===== src/rtl/rotate_pkg.sv =====
// Constants and types shared by the rotate datapath
// Operation
// - left-through-carry: shift left, old carry in, bit7 out
// - left-through-carry result to accumulator only
// - plain right rotate memory, bit0 to bit7
// - plain right rotate into accumulator, memory kept
// - right-through-carry: carry into bit7, bit0 out, memory
package rotate_pkg;
  localparam int DATA_W = 8;
  localparam int MSB_POS = 7;
  localparam int LSB_POS = 0;
  localparam logic [DATA_W-1:0] ACC_RESET = 8'h00;
  localparam logic CARRY_RESET = 1'b0;
  localparam int LATENCY_CYCLES = 1;

  // Operation select, Gray-coded along the list order
  typedef enum logic [1:0] {
    OP_ROT_LEFT_THRU_CFLAG_TO_ACCUM = 2'h0,
    OP_ROT_RIGHT_MEM = 2'h1,
    OP_ROT_RIGHT_TO_ACCUM = 2'h3,
    OP_ROT_RIGHT_THRU_CFLAG_MEM = 2'h2
  } rot_op_t;
endpackage


===== src/rtl/rot_result_if.sv =====
// Interface carrying a rotate result from the shifter to the writeback stage
interface rot_result_if;
  import rotate_pkg::*;
  logic [DATA_W-1:0] value;
  logic carryOut;
  logic toAccum;
  logic toMem;
  logic carryWrite;
  modport producer (output value, output carryOut, output toAccum, output toMem,
    output carryWrite);
  modport consumer (input value, input carryOut, input toAccum, input toMem,
    input carryWrite);
endinterface


===== src/rtl/rot_shifter.sv =====
// Combinational one-bit rotate network for all four operations
module rot_shifter
  import rotate_pkg::*;
(
  input wire rot_op_t op,
  input wire logic [DATA_W-1:0] operand,
  input wire logic carryIn,
  rot_result_if.producer res
);
  // Pure function of the operands; destination decode lives here too
  always_comb begin
    res.value = operand;
    res.carryOut = carryIn;
    res.toAccum = 1'b0;
    res.toMem = 1'b0;
    res.carryWrite = 1'b0;
    unique case (op)
      OP_ROT_LEFT_THRU_CFLAG_TO_ACCUM: begin
        res.value = {operand[DATA_W-2:0], carryIn};
        res.carryOut = operand[MSB_POS];
        res.carryWrite = 1'b1;
        res.toAccum = 1'b1;
      end
      OP_ROT_RIGHT_MEM: begin
        res.value = {operand[LSB_POS], operand[DATA_W-1:1]};
        res.toMem = 1'b1;
      end
      OP_ROT_RIGHT_TO_ACCUM: begin
        res.value = {operand[LSB_POS], operand[DATA_W-1:1]};
        res.toAccum = 1'b1;
      end
      OP_ROT_RIGHT_THRU_CFLAG_MEM: begin
        res.value = {carryIn, operand[DATA_W-1:1]};
        res.carryOut = operand[LSB_POS];
        res.carryWrite = 1'b1;
        res.toMem = 1'b1;
      end
    endcase
  end
endmodule


===== src/rtl/rotate_unit.sv =====
// Rotate unit top: accumulator, carry flag and memory writeback port
module rotate_unit
  import rotate_pkg::*;
(
  input wire logic core_clk,
  input wire logic srst,
  input wire logic opValid,
  input wire rot_op_t op,
  input wire logic [DATA_W-1:0] memData,
  output logic [DATA_W-1:0] accum,
  output logic carryFlag,
  output logic memWrEn,
  output logic [DATA_W-1:0] memWrData,
  output logic done
);
  rot_result_if res ();

  rot_shifter u_shifter (
    .op(op),
    .operand(memData),
    .carryIn(carryFlag),
    .res(res.producer)
  );

  // Accumulator loads only for accumulator-destined ops
  always_ff @(posedge core_clk) begin
    if (srst) begin
      accum <= ACC_RESET;
    end else if (opValid && res.toAccum) begin
      accum <= res.value;
    end
  end

  always_ff @(posedge core_clk) begin
    if (srst) begin
      carryFlag <= CARRY_RESET;
    end else if (opValid && res.carryWrite) begin
      carryFlag <= res.carryOut;
    end
  end

  // Registered writeback; one pulse per memory-destined op
  always_ff @(posedge core_clk) begin
    if (srst) begin
      memWrEn <= 1'b0;
      memWrData <= ACC_RESET;
      done <= 1'b0;
    end else begin
      memWrEn <= opValid && res.toMem;
      done <= opValid;
      if (opValid && res.toMem) begin
        memWrData <= res.value;
      end
    end
  end

  rlc_result_a: assert property (@(posedge core_clk) disable iff (srst)
    opValid && op == OP_ROT_LEFT_THRU_CFLAG_TO_ACCUM |=>
    accum == {$past(memData[6:0]), $past(carryFlag)} && carryFlag == $past(memData[7]))
    else $error("left carry rotate wrong");
  rlc_nowrite_a: assert property (@(posedge core_clk) disable iff (srst)
    opValid && op == OP_ROT_LEFT_THRU_CFLAG_TO_ACCUM |=> !memWrEn)
    else $error("left carry rotate wrote memory");
  rr_mem_a: assert property (@(posedge core_clk) disable iff (srst)
    opValid && op == OP_ROT_RIGHT_MEM |=>
    memWrEn && memWrData == {$past(memData[0]), $past(memData[7:1])})
    else $error("right rotate memory wrong");
  rr_acc_a: assert property (@(posedge core_clk) disable iff (srst)
    opValid && op == OP_ROT_RIGHT_TO_ACCUM |=>
    !memWrEn && accum == {$past(memData[0]), $past(memData[7:1])})
    else $error("right rotate accum wrong");
  rrc_mem_a: assert property (@(posedge core_clk) disable iff (srst)
    opValid && op == OP_ROT_RIGHT_THRU_CFLAG_MEM |=>
    memWrEn && memWrData == {$past(carryFlag), $past(memData[7:1])}
    && carryFlag == $past(memData[0]))
    else $error("right carry rotate wrong");
  plain_carry_a: assert property (@(posedge core_clk) disable iff (srst)
    opValid && (op == OP_ROT_RIGHT_MEM || op == OP_ROT_RIGHT_TO_ACCUM) |=> $stable(carryFlag))
    else $error("plain rotate changed carry");
  mem_acc_keep_a: assert property (@(posedge core_clk) disable iff (srst)
    opValid && (op == OP_ROT_RIGHT_MEM || op == OP_ROT_RIGHT_THRU_CFLAG_MEM) |=> $stable(accum))
    else $error("memory op changed accum");
  idle_hold_a: assert property (@(posedge core_clk) disable iff (srst)
    !opValid |=> !memWrEn && !done && $stable(carryFlag) && $stable(accum))
    else $error("idle cycle changed state");
  // accumulator op leaves writeback data alone
  acc_wrdata_keep_a: assert property (@(posedge core_clk) disable iff (srst)
    opValid && res.toAccum |=> $stable(memWrData))
    else $error("accum op changed writeback data");
  // every taken op answers with done
  op_done_a: assert property (@(posedge core_clk) disable iff (srst)
    opValid |=> done)
    else $error("taken op gave no done");

  rlc_c: cover property (@(posedge core_clk) opValid && op == OP_ROT_LEFT_THRU_CFLAG_TO_ACCUM);
  rrc_c: cover property (@(posedge core_clk) opValid && op == OP_ROT_RIGHT_THRU_CFLAG_MEM
    && carryFlag);
  b2b_c: cover property (@(posedge core_clk) opValid ##1 opValid);
  // Plain right rotate into the accumulator
  rra_c: cover property (@(posedge core_clk) opValid && op == OP_ROT_RIGHT_TO_ACCUM);
endmodule


===== config.mk =====
export PLATFORM = sky130hd
export DESIGN_NAME = rotate_unit
export DESIGN_NICKNAME = d
export VERILOG_FILES = /design/src/rtl/rotate_pkg.sv /design/src/rtl/rot_result_if.sv /design/src/rtl/rot_shifter.sv /design/src/rtl/rotate_unit.sv
export SDC_FILE = /design/constraint.sdc
export NUM_CORES = 1
export LEC_CHECK = 0
export CORE_MARGIN = 2
export CORE_UTILIZATION = 50
export DETAILED_ROUTE_END_ITERATION = 12
export DONT_BUFFER_PORTS = 1
export PLACE_DENSITY = 0.67
export SETUP_SLACK_MARGIN = 0.05
export SYNTH_ARGS = -nofsm -noshare
export SYNTH_HDL_FRONTEND = slang
export SYNTH_HIERARCHICAL = 1
export SYNTH_SLANG_ARGS = --single-unit

===== constraint.sdc =====
create_clock -name core_clk -period 1.2 [get_ports core_clk]
set_input_delay 0.12 -clock core_clk [delete_from_list [all_inputs] [get_ports core_clk]]
set_output_delay 0.12 -clock core_clk [all_outputs]
set_load 0.005 [all_outputs]

After elaboration in Yosys (flattened, before gate mapping)
Index checks and enable logic that the tools add are counted.
{"block": "totals", "ff_bits": 19, "latchBits": 0, "mem_bits_rw": 0, "mem_bits_ro": 0, "inputBits": 13, "out_inout_bits": 19, "elab_cells": 23, "mem_count": 0}
{"block": "op_classes", "addsub": 0, "n_mul": 0, "n_div": 0, "magnitude_cmp": 0, "eq_ne": 3, "shifts": 0, "muxes": 5, "bitwise": 0, "n_reduce_logical": 10}
{"op": "one-hot mux 8 bit (3 select lines)", "count": 1}
{"op": "OR reduction 2 bit", "count": 4}
{"op": "equality test 2 bit (second input constant)", "count": 2}
{"op": "logical AND 1 bit", "count": 3}
{"op": "2-to-1 mux 1 bit", "count": 3}
{"op": "equality test 2 x 1 -> 1 bit (second input constant)", "count": 1}
{"op": "zero test 2 bit", "count": 1}
{"op": "one-hot mux 1 bit (2 select lines)", "count": 1}
{"op": "AND reduction 2 bit", "count": 1}
{"op": "nonzero test 2 bit", "count": 1}

Logic depth before layout (Yosys ltp)
Gate-level depths: netlist of run 1.
{"block": "logic_depth", "ltp_word": 5, "mapped_depth": 7, "ltp_nobuf": 6}

Cells and area by module
Netlist of run 1, hierarchy kept.
{"mod": "rotate_unit", "n_inst": 1, "cells_each": 72, "area_per_inst_um2": 774.5, "seq_area_each_um2": 380.4}
{"mod": "rot_shifter", "n_inst": 1, "cells_each": 36, "area_per_inst_um2": 209.0, "seq_area_each_um2": 0.0}

Worst setup path before layout of run 1
Ideal clock, no wire load.
{"block": "synth_timing", "kind": "in2reg", "from": "in op[0]", "to": "reg carryFlag", "setup_time_ns": 0.070, "arrival_ns": 1.033, "required_ns": 1.130, "path_slack_ns": 0.097, "path_stages": 6, "path_buffers": 1, "cell_sequence": "inv_1 -> ha_1 -> buf_6 -> or2_4 -> a21bo_2 -> a21oi_1"}
{"block": "synth_between", "elab_chain_len": 5, "elab_cells_between_ends": 8, "classes_between": "eq/ne (1); mux (2); reduce/logical (5)"}
{"element": "from (decl)", "line_no": "rotate_unit.sv:8", "source": "input wire rot_op_t op,"}
{"element": "equality test 2 bit or zero test 2 bit (tied branches)", "line_no": "rot_shifter.sv:17", "source": "unique case (op)"}
{"element": "OR reduction 2 bit (no source line) (*)"}
{"element": "2-to-1 mux 1 bit (*)", "line_no": "rot_shifter.sv:17"}
{"element": "named net res.carryWrite", "line_no": "rot_result_if.sv:8", "source": "logic carryWrite;"}
{"element": "logical AND 1 bit (*)", "line_no": "rotate_unit.sv:37", "source": "end else if (opValid && res.carryWrite) begin"}
{"element": "AND reduction 2 bit (no source line) (*)"}
{"element": "to (signal assigned)", "line_no": "rotate_unit.sv:38", "source": "carryFlag <= res.carryOut;"}
{"element": "to (decl)", "line_no": "rotate_unit.sv:11", "source": "output logic carryFlag,"}
The timed path passes the listed nets; every way through them passes the cells marked *.
A chain may end at the register's enable or synchronous reset.

==> reports/results.ini, run 1 <==
[sta]
setup_violations=0
finalSetupTns_ns=0
period_minus_slack_ns=0.990
final_min_period_over_clock_period_pct=82.5
worst_pin_slew_ns=0.388
final-max-slew-violation-count=0
clock_skew_ns=0.000405
hold-worst-slack_ns=0.0131
clock.fmax_mhz=1010
finalHoldViolCount=0
max_slew_margin_pct=74.1
rsz0062_at_grt=false
final_critical_path_setup_slack_ns=0.210

[clocking]
clock_buffers_created_by_tritoncts=3
clk_pin_slew_ns=0.10
clk-insertion-delay-late_ns=0.29
tritoncts=built
clock_tree.buffer_depth=2
postCtsSetupBuffers=0
clkSinkCount=19
cts_root_buffer=sky130_fd_sc_hd__clkbuf_4
htree_num_levels=1

[finish]
drive_gt1_share_pct=8.26
final_nets=126
mostFrequentLayoutCells=24 x sky130_fd_sc_hd__nand2b_1, 19 x sky130_fd_sc_hd__dfxtp_1, 16 x sky130_fd_sc_hd__mux2i_1
area_growth_syn_to_layout_pct=5.60
final_common_cell=sky130_fd_sc_hd__nand2b_1
insertedDiodeCount=0
finish.utilization_pct=54.6

[synthesis]
synth.cell_area_um2=983
main_combinational_cell_family_by_area_after_synthesis=simple AND/OR/NAND/NOR gates
post_synth.cell_area_avg_um2=9.11
synth_compound_gate_area_share_pct=11.6
synth_cells=108
synth-adder-area-share_pct=3.82
postSynthRegisterBits=19
synth_simple_gate_area_share_pct=23.5
ys.warnings.count=6
synth-seq-area-share_pct=38.7
synth.net_count=124
synth_mux_area_share_pct=16.3
yosysUniqueCellTypes=23
post_synth_xor_area_fraction_pct=0

[power_and_ir_drop]
switch_share_pct=24.8
maximum_resistive_drop_on_vdd_mv=0.555
pwr_density_cell_nw_per_um2=1120
power_switching_mw=0.289
power_frac_comb_pct=14.6
seq_power_share_pct=58.7
power.clock.fraction_pct=26.7
cell_internal_pwr_mw=0.878
cellLeakagePower_nw=0.418

[grt]
grt_usage_pct=17.7
global_route.overflow_total=0
number_of_antenna_violations_at_the_first_check_in_global_routing=0
grt_start_max_net_pins=17
first_pass_grt_wire_length_um=3280
grt_pass1_vias=709

[floorplanning]
total_number_of_placement_rows=16
die_h_um=48.4
core_um2=1900
die_w_um=48.4
start_util_pct=51.7
die-area_um2=2340
boundaryPins=32

[worst_setup_path]
r2r_start=carryFlag$_SDFFE_PP0P_
rrSetupSlack_ns=0.27
startpoint_type=input port
worstPathCellList=dlygate4sd3_1 -> nor2b_1 -> and2_1
cp-end-kind=register
worst-setup-path-type=in -> reg
critical_path.max_fanout=15
timing.rr.end=accum[7]$_SDFFE_PP0P_
required_ns=1.39
crit_slowest_cell=sky130_fd_sc_hd__dlygate4sd3_1
worstRegToRegCells=4
data_arrival_time_at_the_worst_slack_endpoint_ns=1.18
timing.critical_path.slowest_cell_delay_ns=0.77

[route]
via_to_cell_ratio=5.04
antenna_left=0
via_count=686
detail_route.first_pass.iterations=4
post_drt_wl_per_cell_um=13.8
drt_iter0_markers=11
detail_route.drc_violations=0
routed_wirelength_um=1880

[worst_hold_path]
worstHoldEndpoint=memWrData[1]$_SDFFE_PP0P_
worst_hold_path_type=in -> reg
whs_path_depth=2
worstHoldStart=srst

[place]
detailed_place_hpwl_um=1350
io_buffer_count=0
dp_worst_setup_slack_ns=0.0574
gp_congestion=0.860

[status]
outcome=completed

[flow_run]
maxCapViolCount=0

-- layout make-up --
type	count	area (um2)
fillers	183	863
multi-input cells	79	543
flip-flops and latches	19	380
repair buffers	3	40.0
well taps	27	33.8
clock buffers	4	26.3
inverters	4	15.0
-- flip-flops by register name, summed over array words and instances, names as in the netlist --
name       flops
carryFlag      1
done           1
accum          8
memWrData      8
memWrEn        1
-- routing by layer --
layer | part of all wire [%] | track usage [%] | vias to the layer above | wire [um]
met5 | 0 | 0 | - | 0
met4 | 0.43 | 5.71 | 0 | 8
met3 | 6.2 | 4.01 | 2 | 116
met2 | 46 | 27.8 | 19 | 861
met1 | 48 | 24.2 | 304 | 893
li1 | - | - | 361 | -
-- worst max path at each step --
stage          startpoint                endpoint  slack, ns  depth (start not counted)
6_report             srst      memWrEn$_SDFF_PP0_       0.21                          3
3_3_place_gp        op[0]  carryFlag$_SDFFE_PP0P_        0.1                          5
3_5_place_dp        op[0]  carryFlag$_SDFFE_PP0P_       0.06                          5
2_1_floorplan       op[0]  carryFlag$_SDFFE_PP0P_        0.1                          6
4_1_cts              srst      memWrEn$_SDFF_PP0_       0.20                          3
5_1_grt              srst      memWrEn$_SDFF_PP0_       0.13                          3
-- power by group through the flow --
| stage | Clock [mW] | Sequential (mW) | Combinational, mW |
|---|---|---|---|
| floorplan | 0 | 0.695 | 0.150 |
| global placement | 0 | 0.701 | 0.157 |
| detailed placement | 0 | 0.701 | 0.159 |
| CTS | 0.327 | 0.687 | 0.170 |
| global route | 0.365 | 0.690 | 0.191 |
| finish | 0.312 | 0.685 | 0.170 |
-- cell usage after synthesis, drive strengths merged --
cell type	n	area [um2]
a21oi	1	5.00
buf	5	40.0
inv	4	15.0
nand2	10	40.0
clkbuf	1	5.00
mux2i	16	160
and2	3	21.3
dfxtp	19	380
a22oi	2	15.0
nand3	1	5.00
nor2b	1	6.26
o21ai	16	83.8
ha	3	37.5
nand2b	24	150
a21bo	1	10.0
or2	1	8.76
-- stage by stage --
step                instances  total power, mW  instance area (um2)
floorplan                 108            0.845                  983
global placement          130            0.858                  992
detailed placement        130            0.861                  992
CTS                       136             1.18                 1040
global route              136             1.25                 1040
finish                    136             1.17                 1040
-- logic make-up after synthesis --
| group | after synthesis |
|---|---|
| buf+inv | 10 |
| fa+ha+maj | 3 |
| simple gates | 40 |
| mux | 16 |
| flops | 19 |
| compound gates | 20 |
-- critical path: cells and delay by family --
| family | cells | cell delay (ns) |
|---|---|---|
| buffers and inverters | 1 | 0.77 |
| and+or+nand+nor | 2 | 0.29 |
-- what timing repair did --
item,in CTS,in global routing
resized for setup,0,0
hold buffers,2,0
hold endpoints to repair,12,0
endpoints found under the setup margin,0,0
Power figures use the tool's default switching activity.
==> run 2: changes to the inputs <==
--- a/config.mk
+++ b/config.mk
@@ -9,7 +9,7 @@
 export CORE_UTILIZATION = 50
 export DETAILED_ROUTE_END_ITERATION = 12
 export DONT_BUFFER_PORTS = 1
-export PLACE_DENSITY = 0.67
+export PLACE_DENSITY = 0.7
 export SETUP_SLACK_MARGIN = 0.05
 export SYNTH_ARGS = -nofsm -noshare
 export SYNTH_HDL_FRONTEND = slang
==> constraint.sdc (replaced) <==
create_clock -name core_clk -period 0.9 [get_ports core_clk]
set_input_delay 0.09 -clock core_clk [delete_from_list [all_inputs] [get_ports core_clk]]
set_output_delay 0.09 -clock core_clk [all_outputs]
set_load 0.005 [all_outputs]
==> run 2 against run 1 <==
The flow now finishes with violations (hold timing). Global-route usage decreased by 1.7 points. Wire length down 2.6%. Sequential share of layout area decreased by 1.2 points. Sequential cell count is the same. Non-clock buffer count rose by 1. Cell area up 4.5%. Worst hold slack got worse by 0.17 ns. Via count grew 2.2%. Clock power increased by 35%. Combinational power increased by 36%. Worst setup slack worse by 0.17 ns. Register-to-register slack lost 0.21 ns. Largest cell class unchanged. Largest power group unchanged.
==> reports/results.ini, run 2 (same netlist as run 1, synthesis figures left out) <==
[sta]
final-max-slew-violation-count=0
clock.fmax_mhz=1160
final_min_period_over_clock_period_pct=95.9
worst_pin_slew_ns=0.262
max_slew_margin_pct=82.5
rsz0062_at_grt=true
period_minus_slack_ns=0.863
hold-worst-slack_ns=-0.154
finalHoldViolCount=17
clock_skew_ns=0.000328
setup_violations=0

[finish]
mostFrequentLayoutCells=24 x sky130_fd_sc_hd__nand2b_1, 18 x sky130_fd_sc_hd__dfxtp_1, 16 x sky130_fd_sc_hd__mux2i_1
drive_gt1_share_pct=13.6
registers_with_the_most_flip_flops=accum: 8 flops, memWrData: 8 flops
insertedDiodeCount=0
final_common_cell=sky130_fd_sc_hd__nand2b_1
final_nets=127
layout.cell_area.non_filler_um2=1080
fillers=176
area_growth_syn_to_layout_pct=10.3

[grt]
grt_usage_pct=16.0
number_of_antenna_violations_at_the_first_check_in_global_routing=0
grt_start_max_net_pins=27
first_pass_grt_wire_length_um=2900
global_route.overflow_total=0
grt_pass1_vias=622

[power_and_ir_drop]
cell_internal_pwr_mw=1.17
switch_share_pct=25.0
maximum_resistive_drop_on_vdd_mv=0.759
power_frac_comb_pct=14.8
seq_power_share_pct=58.4
power.clock.fraction_pct=26.9
pwr_density_cell_nw_per_um2=1440
power_switching_mw=0.390
cellLeakagePower_nw=0.433

[clocking]
cts_root_buffer=sky130_fd_sc_hd__clkbuf_4
clock_buffers_created_by_tritoncts=3
clock_tree.buffer_depth=2
clkSinkCount=19
clk_pin_slew_ns=0.10
tritoncts=built
htree_num_levels=1
clk-insertion-delay-late_ns=0.29

[worst_setup_path]
worst-setup-path-type=reg -> out
critical_path.max_fanout=5
crit_slowest_cell=sky130_fd_sc_hd__dfxtp_4
data_arrival_time_at_the_worst_slack_endpoint_ns=0.77
crit_buf_inv=1
cell_class_contributing_the_biggest_share_of_worst_path_delay=flip-flops
rrSetupSlack_ns=0.06
required_ns=0.81
timing.critical_path.slowest_cell_delay_ns=0.38
startpoint_type=register
cp-end-kind=output port
timing.rr.end=memWrData[7]$_SDFFE_PP0P_
worstRegToRegCells=4
r2r_start=carryFlag$_SDFFE_PP0P_
worstPathCellList=buf_6

[place]
io_buffer_count=0
detailed_place_hpwl_um=1390
placedInstanceArea_um2=1020
gp_congestion=0.748

[route]
via_to_cell_ratio=5.12
detail_route.drc_violations=0
antenna_left=0
drt_iter0_markers=17
post_drt_wl_per_cell_um=13.4
routed_wirelength_um=1830
via_count=701
detail_route.first_pass.iterations=4

[worst_hold_path]
whs_path_depth=1
worstHoldEndpoint=carryFlag$_SDFFE_PP0P_
worstHoldStart=srst
worst_hold_path_type=in -> reg

[flow_run]
maxCapViolCount=0

[status]
outcome=finished, violations left
violations_in_the_final_reports=hold timing

[floorplanning]
die_h_um=48.4
core_um2=1900
total_number_of_placement_rows=16
die-area_um2=2340
die_w_um=48.4
start_util_pct=51.7
boundaryPins=32

## run 2: cell count changes in the layout (fill, tap and decap cells not counted)
cell	previous run	this run
sky130_fd_sc_hd__a22oi_1	2	1
sky130_fd_sc_hd__a22oi_2	0	1
sky130_fd_sc_hd__buf_6	0	1
sky130_fd_sc_hd__clkbuf_1	1	0
sky130_fd_sc_hd__clkinv_2	0	1
sky130_fd_sc_hd__dfxtp_1	19	18
sky130_fd_sc_hd__dfxtp_4	0	1
sky130_fd_sc_hd__ha_1	3	2
sky130_fd_sc_hd__ha_4	0	1
sky130_fd_sc_hd__inv_1	4	3
sky130_fd_sc_hd__inv_12	0	1
## run 2: final cells by class
cell class	instances	area, um2	share of cell area (%)
clock buffers	3	22.5	2.08
well taps	27	33.8	3.11
inverters	4	27.5	2.54
flip-flops and latches	19	384	35.4
repair buffers	4	51.3	4.73
clock inverters	1	5.00	0.461
multi-input cells	79	561	51.7
## run 2: metal layers
metal / vias to the layer above / track usage [%] / wire length (um)
li1: 361 / - / -
met1: 315 / 20.4 / 855
met2: 23 / 24.3 / 828
met3: 2 / 5.56 / 132
met4: 0 / 7.14 / 15
met5: - / 0 / 0
## run 2: worst max-delay path by stage
stage / start / endpoint / slack, ns / cells past startpoint
finish: carryFlag$_SDFFE_PP0P_ / carryFlag / 0.04 / 1
global route: carryFlag$_SDFFE_PP0P_ / accum[7]$_SDFFE_PP0P_ / -0.008 / 4
CTS: carryFlag$_SDFFE_PP0P_ / carryFlag / 0.04 / 1
detailed placement: op[1] / memWrData[5]$_SDFFE_PP0P_ / -0.17 / 4
global placement: op[1] / memWrData[6]$_SDFFE_PP0P_ / -0.14 / 4
floorplan: op[0] / carryFlag$_SDFFE_PP0P_ / -0.09 / 7
## run 2: power by group through the flow
stage | registers [mW] | logic [mW] | clock network (mW)
global placement | 0.934 | 0.217 | 0
global route | 0.918 | 0.255 | 0.485
finish | 0.912 | 0.231 | 0.420
CTS | 0.915 | 0.226 | 0.430
detailed placement | 0.934 | 0.222 | 0
floorplan | 0.927 | 0.205 | 0
## run 2: through the flow
| stage | setup slack [ns] | utilization, % | std cells | power (mW) | setup TNS, ns |
|---|---|---|---|---|---|
| floorplan | -0.0873 | - | 108 | 1.13 | -0.528 |
| global placement | -0.138 | 53.9 | 131 | 1.15 | -0.892 |
| detailed placement | -0.166 | 53.9 | 131 | 1.16 | -1.33 |
| CTS | 0.0404 | 56.1 | 136 | 1.57 | 0 |
| global route | -0.00781 | 57.0 | 137 | 1.66 | -0.0107 |
| finish | 0.0366 | 57.0 | 137 | 1.56 | 0 |
## run 2: repair_timing
item,4_1_cts,5_1_grt
hold buffers,1,1
setup endpoints to repair,3,5
buffers inserted,0,0
pin swaps,0,1
resized for setup,2,2
hold endpoints to repair,18,18
cloned,0,0
==> run 3: changes to the inputs <==
--- a/config.mk
+++ b/config.mk
@@ -5,6 +5,7 @@
 export SDC_FILE = /design/constraint.sdc
 export NUM_CORES = 1
 export LEC_CHECK = 0
+export ABC_AREA = 1
 export CORE_MARGIN = 2
 export CORE_UTILIZATION = 50
 export DETAILED_ROUTE_END_ITERATION = 12
==> run 3 against run 2 <==
The flow still finishes with violations (hold timing). Sequential cell count unchanged. Global-route usage is 2.3 points higher. Total power increased by 13%. Non-clock buffer count fell by 1. Cell count increased by 36%. Cell area is 3.7% higher. Maximum frequency decreased by 0.53%. Clock-buffer cell count unchanged. Sequential power rose by 5.4%. Clock power up 5.7%. Sequential share of layout area down 1.5 points. Synthesized cell count up 45%. Critical path type unchanged.
==> reports/results.ini, run 3 <==
[route]
detail_route.first_pass.iterations=4
via_count=869
antenna_left=0
detail_route.drc_violations=0
drt_iter0_markers=41
routed_wirelength_um=2000
post_drt_wl_per_cell_um=10.7
via_to_cell_ratio=4.65

[clocking]
tritoncts=built
clk-insertion-delay-late_ns=0.30
clock_buffers_created_by_tritoncts=3
htree_num_levels=1
postCtsSetupBuffers=0
cts_root_buffer=sky130_fd_sc_hd__clkbuf_4
clkSinkCount=19
clk_pin_slew_ns=0.11
clock_tree.buffer_depth=2

[finish]
fillers=219
insertedDiodeCount=0
mostFrequentLayoutCells=53 x sky130_fd_sc_hd__nand2_1, 34 x sky130_fd_sc_hd__nor2_1, 20 x sky130_fd_sc_hd__inv_1
final_common_cell=sky130_fd_sc_hd__nand2_1
final_nets=177
registers_with_the_most_flip_flops=accum: 8 flops, memWrData: 8 flops
drive_gt1_share_pct=16.3
area_growth_syn_to_layout_pct=10.9

[worst_setup_path]
r2r_start=carryFlag$_SDFFE_PP0P_
worst-setup-path-type=reg -> out
critical_path.max_fanout=4
worstPathCellList=buf_6
worstRegToRegCells=6
cell_class_contributing_the_biggest_share_of_worst_path_delay=flip-flops
crit_slowest_cell=sky130_fd_sc_hd__dfxtp_2
startpoint_type=register
data_arrival_time_at_the_worst_slack_endpoint_ns=0.78
rrSetupSlack_ns=0.09
cp-end-kind=output port
timing.critical_path.slowest_cell_delay_ns=0.37
timing.rr.end=accum[7]$_SDFFE_PP0P_
crit_buf_inv=1
required_ns=0.81

[sta]
final-max-slew-violation-count=0
setup_violations=0
clock_skew_ns=0.00454
worst_pin_slew_ns=0.296
max_slew_margin_pct=80.2
rsz0062_at_grt=true
final_critical_path_setup_slack_ns=0.0320
period_minus_slack_ns=0.868
clock.fmax_mhz=1150
finalSetupTns_ns=0
finalHoldViolCount=1
final_min_period_over_clock_period_pct=96.4
hold-worst-slack_ns=-0.000617

[grt]
global_route.overflow_total=0
grt_usage_pct=18.3
number_of_antenna_violations_at_the_first_check_in_global_routing=0
grt_start_max_net_pins=18
first_pass_grt_wire_length_um=3360
grt_pass1_vias=783

[power_and_ir_drop]
pwr_density_cell_nw_per_um2=1560
cellLeakagePower_nw=0.581
maximum_resistive_drop_on_vdd_mv=1.01

[worst_hold_path]
worst_hold_path_type=in -> reg
whs_path_depth=4
worstHoldEndpoint=carryFlag$_SDFFE_PP0P_
worstHoldStart=opValid

[status]
outcome=finished, violations left
violations_in_the_final_reports=hold timing

[synthesis]
synth_edf_count=0
postSynthRegisterBits=19
synth.cell_area_um2=1010
synth_flop_cell=sky130_fd_sc_hd__dfxtp_1
synth.top_cells.by_count=54 x sky130_fd_sc_hd__nand2_1, 34 x sky130_fd_sc_hd__nor2_1, 23 x sky130_fd_sc_hd__inv_1
synth_cells=157
ys.warnings.count=6
post-synth-top-count-cell=sky130_fd_sc_hd__nand2_1
yosysUniqueCellTypes=15
synth.area.top_cells=sky130_fd_sc_hd__dfxtp_1 37%, sky130_fd_sc_hd__nand2_1 20%, sky130_fd_sc_hd__nor2_1 13%, sky130_fd_sc_hd__inv_1 8.5%, sky130_fd_sc_hd__buf_6 4.4%
synth-seq-area-share_pct=37.5
yosys.area.top_type=sky130_fd_sc_hd__dfxtp_1
share_of_the_synthesized_area_in_the_top_cell_type_pct=37.5
synth.net_count=173
synthArstFlopShare_pct=0
post_synth.cell_area_avg_um2=6.46

[floorplanning]
start_util_pct=52.3
die_h_um=49.1
core_um2=1940
boundaryPins=32
die-area_um2=2410
total_number_of_placement_rows=16
die_w_um=49.1

[place]
io_buffer_count=0
dp_worst_setup_slack_ns=-0.0383
detailed_place_hpwl_um=1490
gp_congestion=0.846

[flow_run]
maxCapViolCount=0

[run 3: cell families after synthesis]
| kind of cell | count (synthesis) | synth area share, % |
|---|---|---|
| flops | 19 | 37.5 |
| buf+inv | 29 | 14.9 |
| fa+ha+maj | 3 | 3.70 |
| compound gates | 7 | 3.82 |
| simple gates | 99 | 40.1 |
[run 3: repair_timing]
item,CTS,global route
resized for setup,2,2
setup endpoints to repair,1,4
endpoints found under the hold margin,2,0
hold buffers,2,0
pin swaps,0,4
[run 3: through the flow]
| stage | util, % | cell area (um2) | power (mW) | hold slack (ns) | instances |
|---|---|---|---|---|---|
| final | 57.9 | 1120 | 1.76 | -0.000617 | 187 |
| after global placement | 54.9 | 1070 | 1.31 | 0.164 | 181 |
| after CTS | 57.6 | 1120 | 1.78 | 0.0000320 | 187 |
| after global routing | 57.9 | 1120 | 1.88 | 0.0250 | 187 |
| after detailed placement | 54.9 | 1070 | 1.32 | 0.167 | 181 |
| after floorplan | - | 1070 | 1.28 | 0.161 | 157 |
[run 3: power breakdown]
| part | internal, mW | switching, mW | leakage [nW] |
|---|---|---|---|
| clock network | 0.166 | 0.278 | 0.0177 |
| logic | 0.140 | 0.214 | 0.406 |
| registers | 0.912 | 0.0496 | 0.157 |
| total | 1.22 | 0.541 | 0.581 |
[run 3: worst max-delay path by stage]
stage | start | endpoint | slack (ns) | cells after the start
after floorplan | op[0] | accum[2]$_SDFFE_PP0P_ | 0.04 | 8
after global placement | op[0] | memWrData[5]$_SDFFE_PP0P_ | -0.03 | 6
after detailed placement | op[0] | accum[4]$_SDFFE_PP0P_ | -0.04 | 6
after CTS | carryFlag$_SDFFE_PP0P_ | carryFlag | 0.02 | 1
after global routing | carryFlag$_SDFFE_PP0P_ | carryFlag | -0.004 | 1
final | carryFlag$_SDFFE_PP0P_ | carryFlag | 0.03 | 1
[run 3: area by class of cell]
class	instances	area, um2	area share [%]
Timing Repair Buffer	3	31.3	2.78
Multi-Input combinational cell	109	527	46.8
Clock inverter	1	5.00	0.445
Sequential cell	19	382	33.9
Tap cell	27	33.8	3.00
Inverter	25	124	11.0
Clock buffer	3	22.5	2.00
[run 3: layer usage]
metal | vias to the layer above | part of all wire (%) | global-route usage [%]
li1 | 458 | - | -
met3 | 4 | 7.1 | 4.91
met1 | 383 | 40 | 21.1
met5 | - | 0 | 0
met4 | 0 | 1.3 | 7.14
met2 | 24 | 51 | 32.0
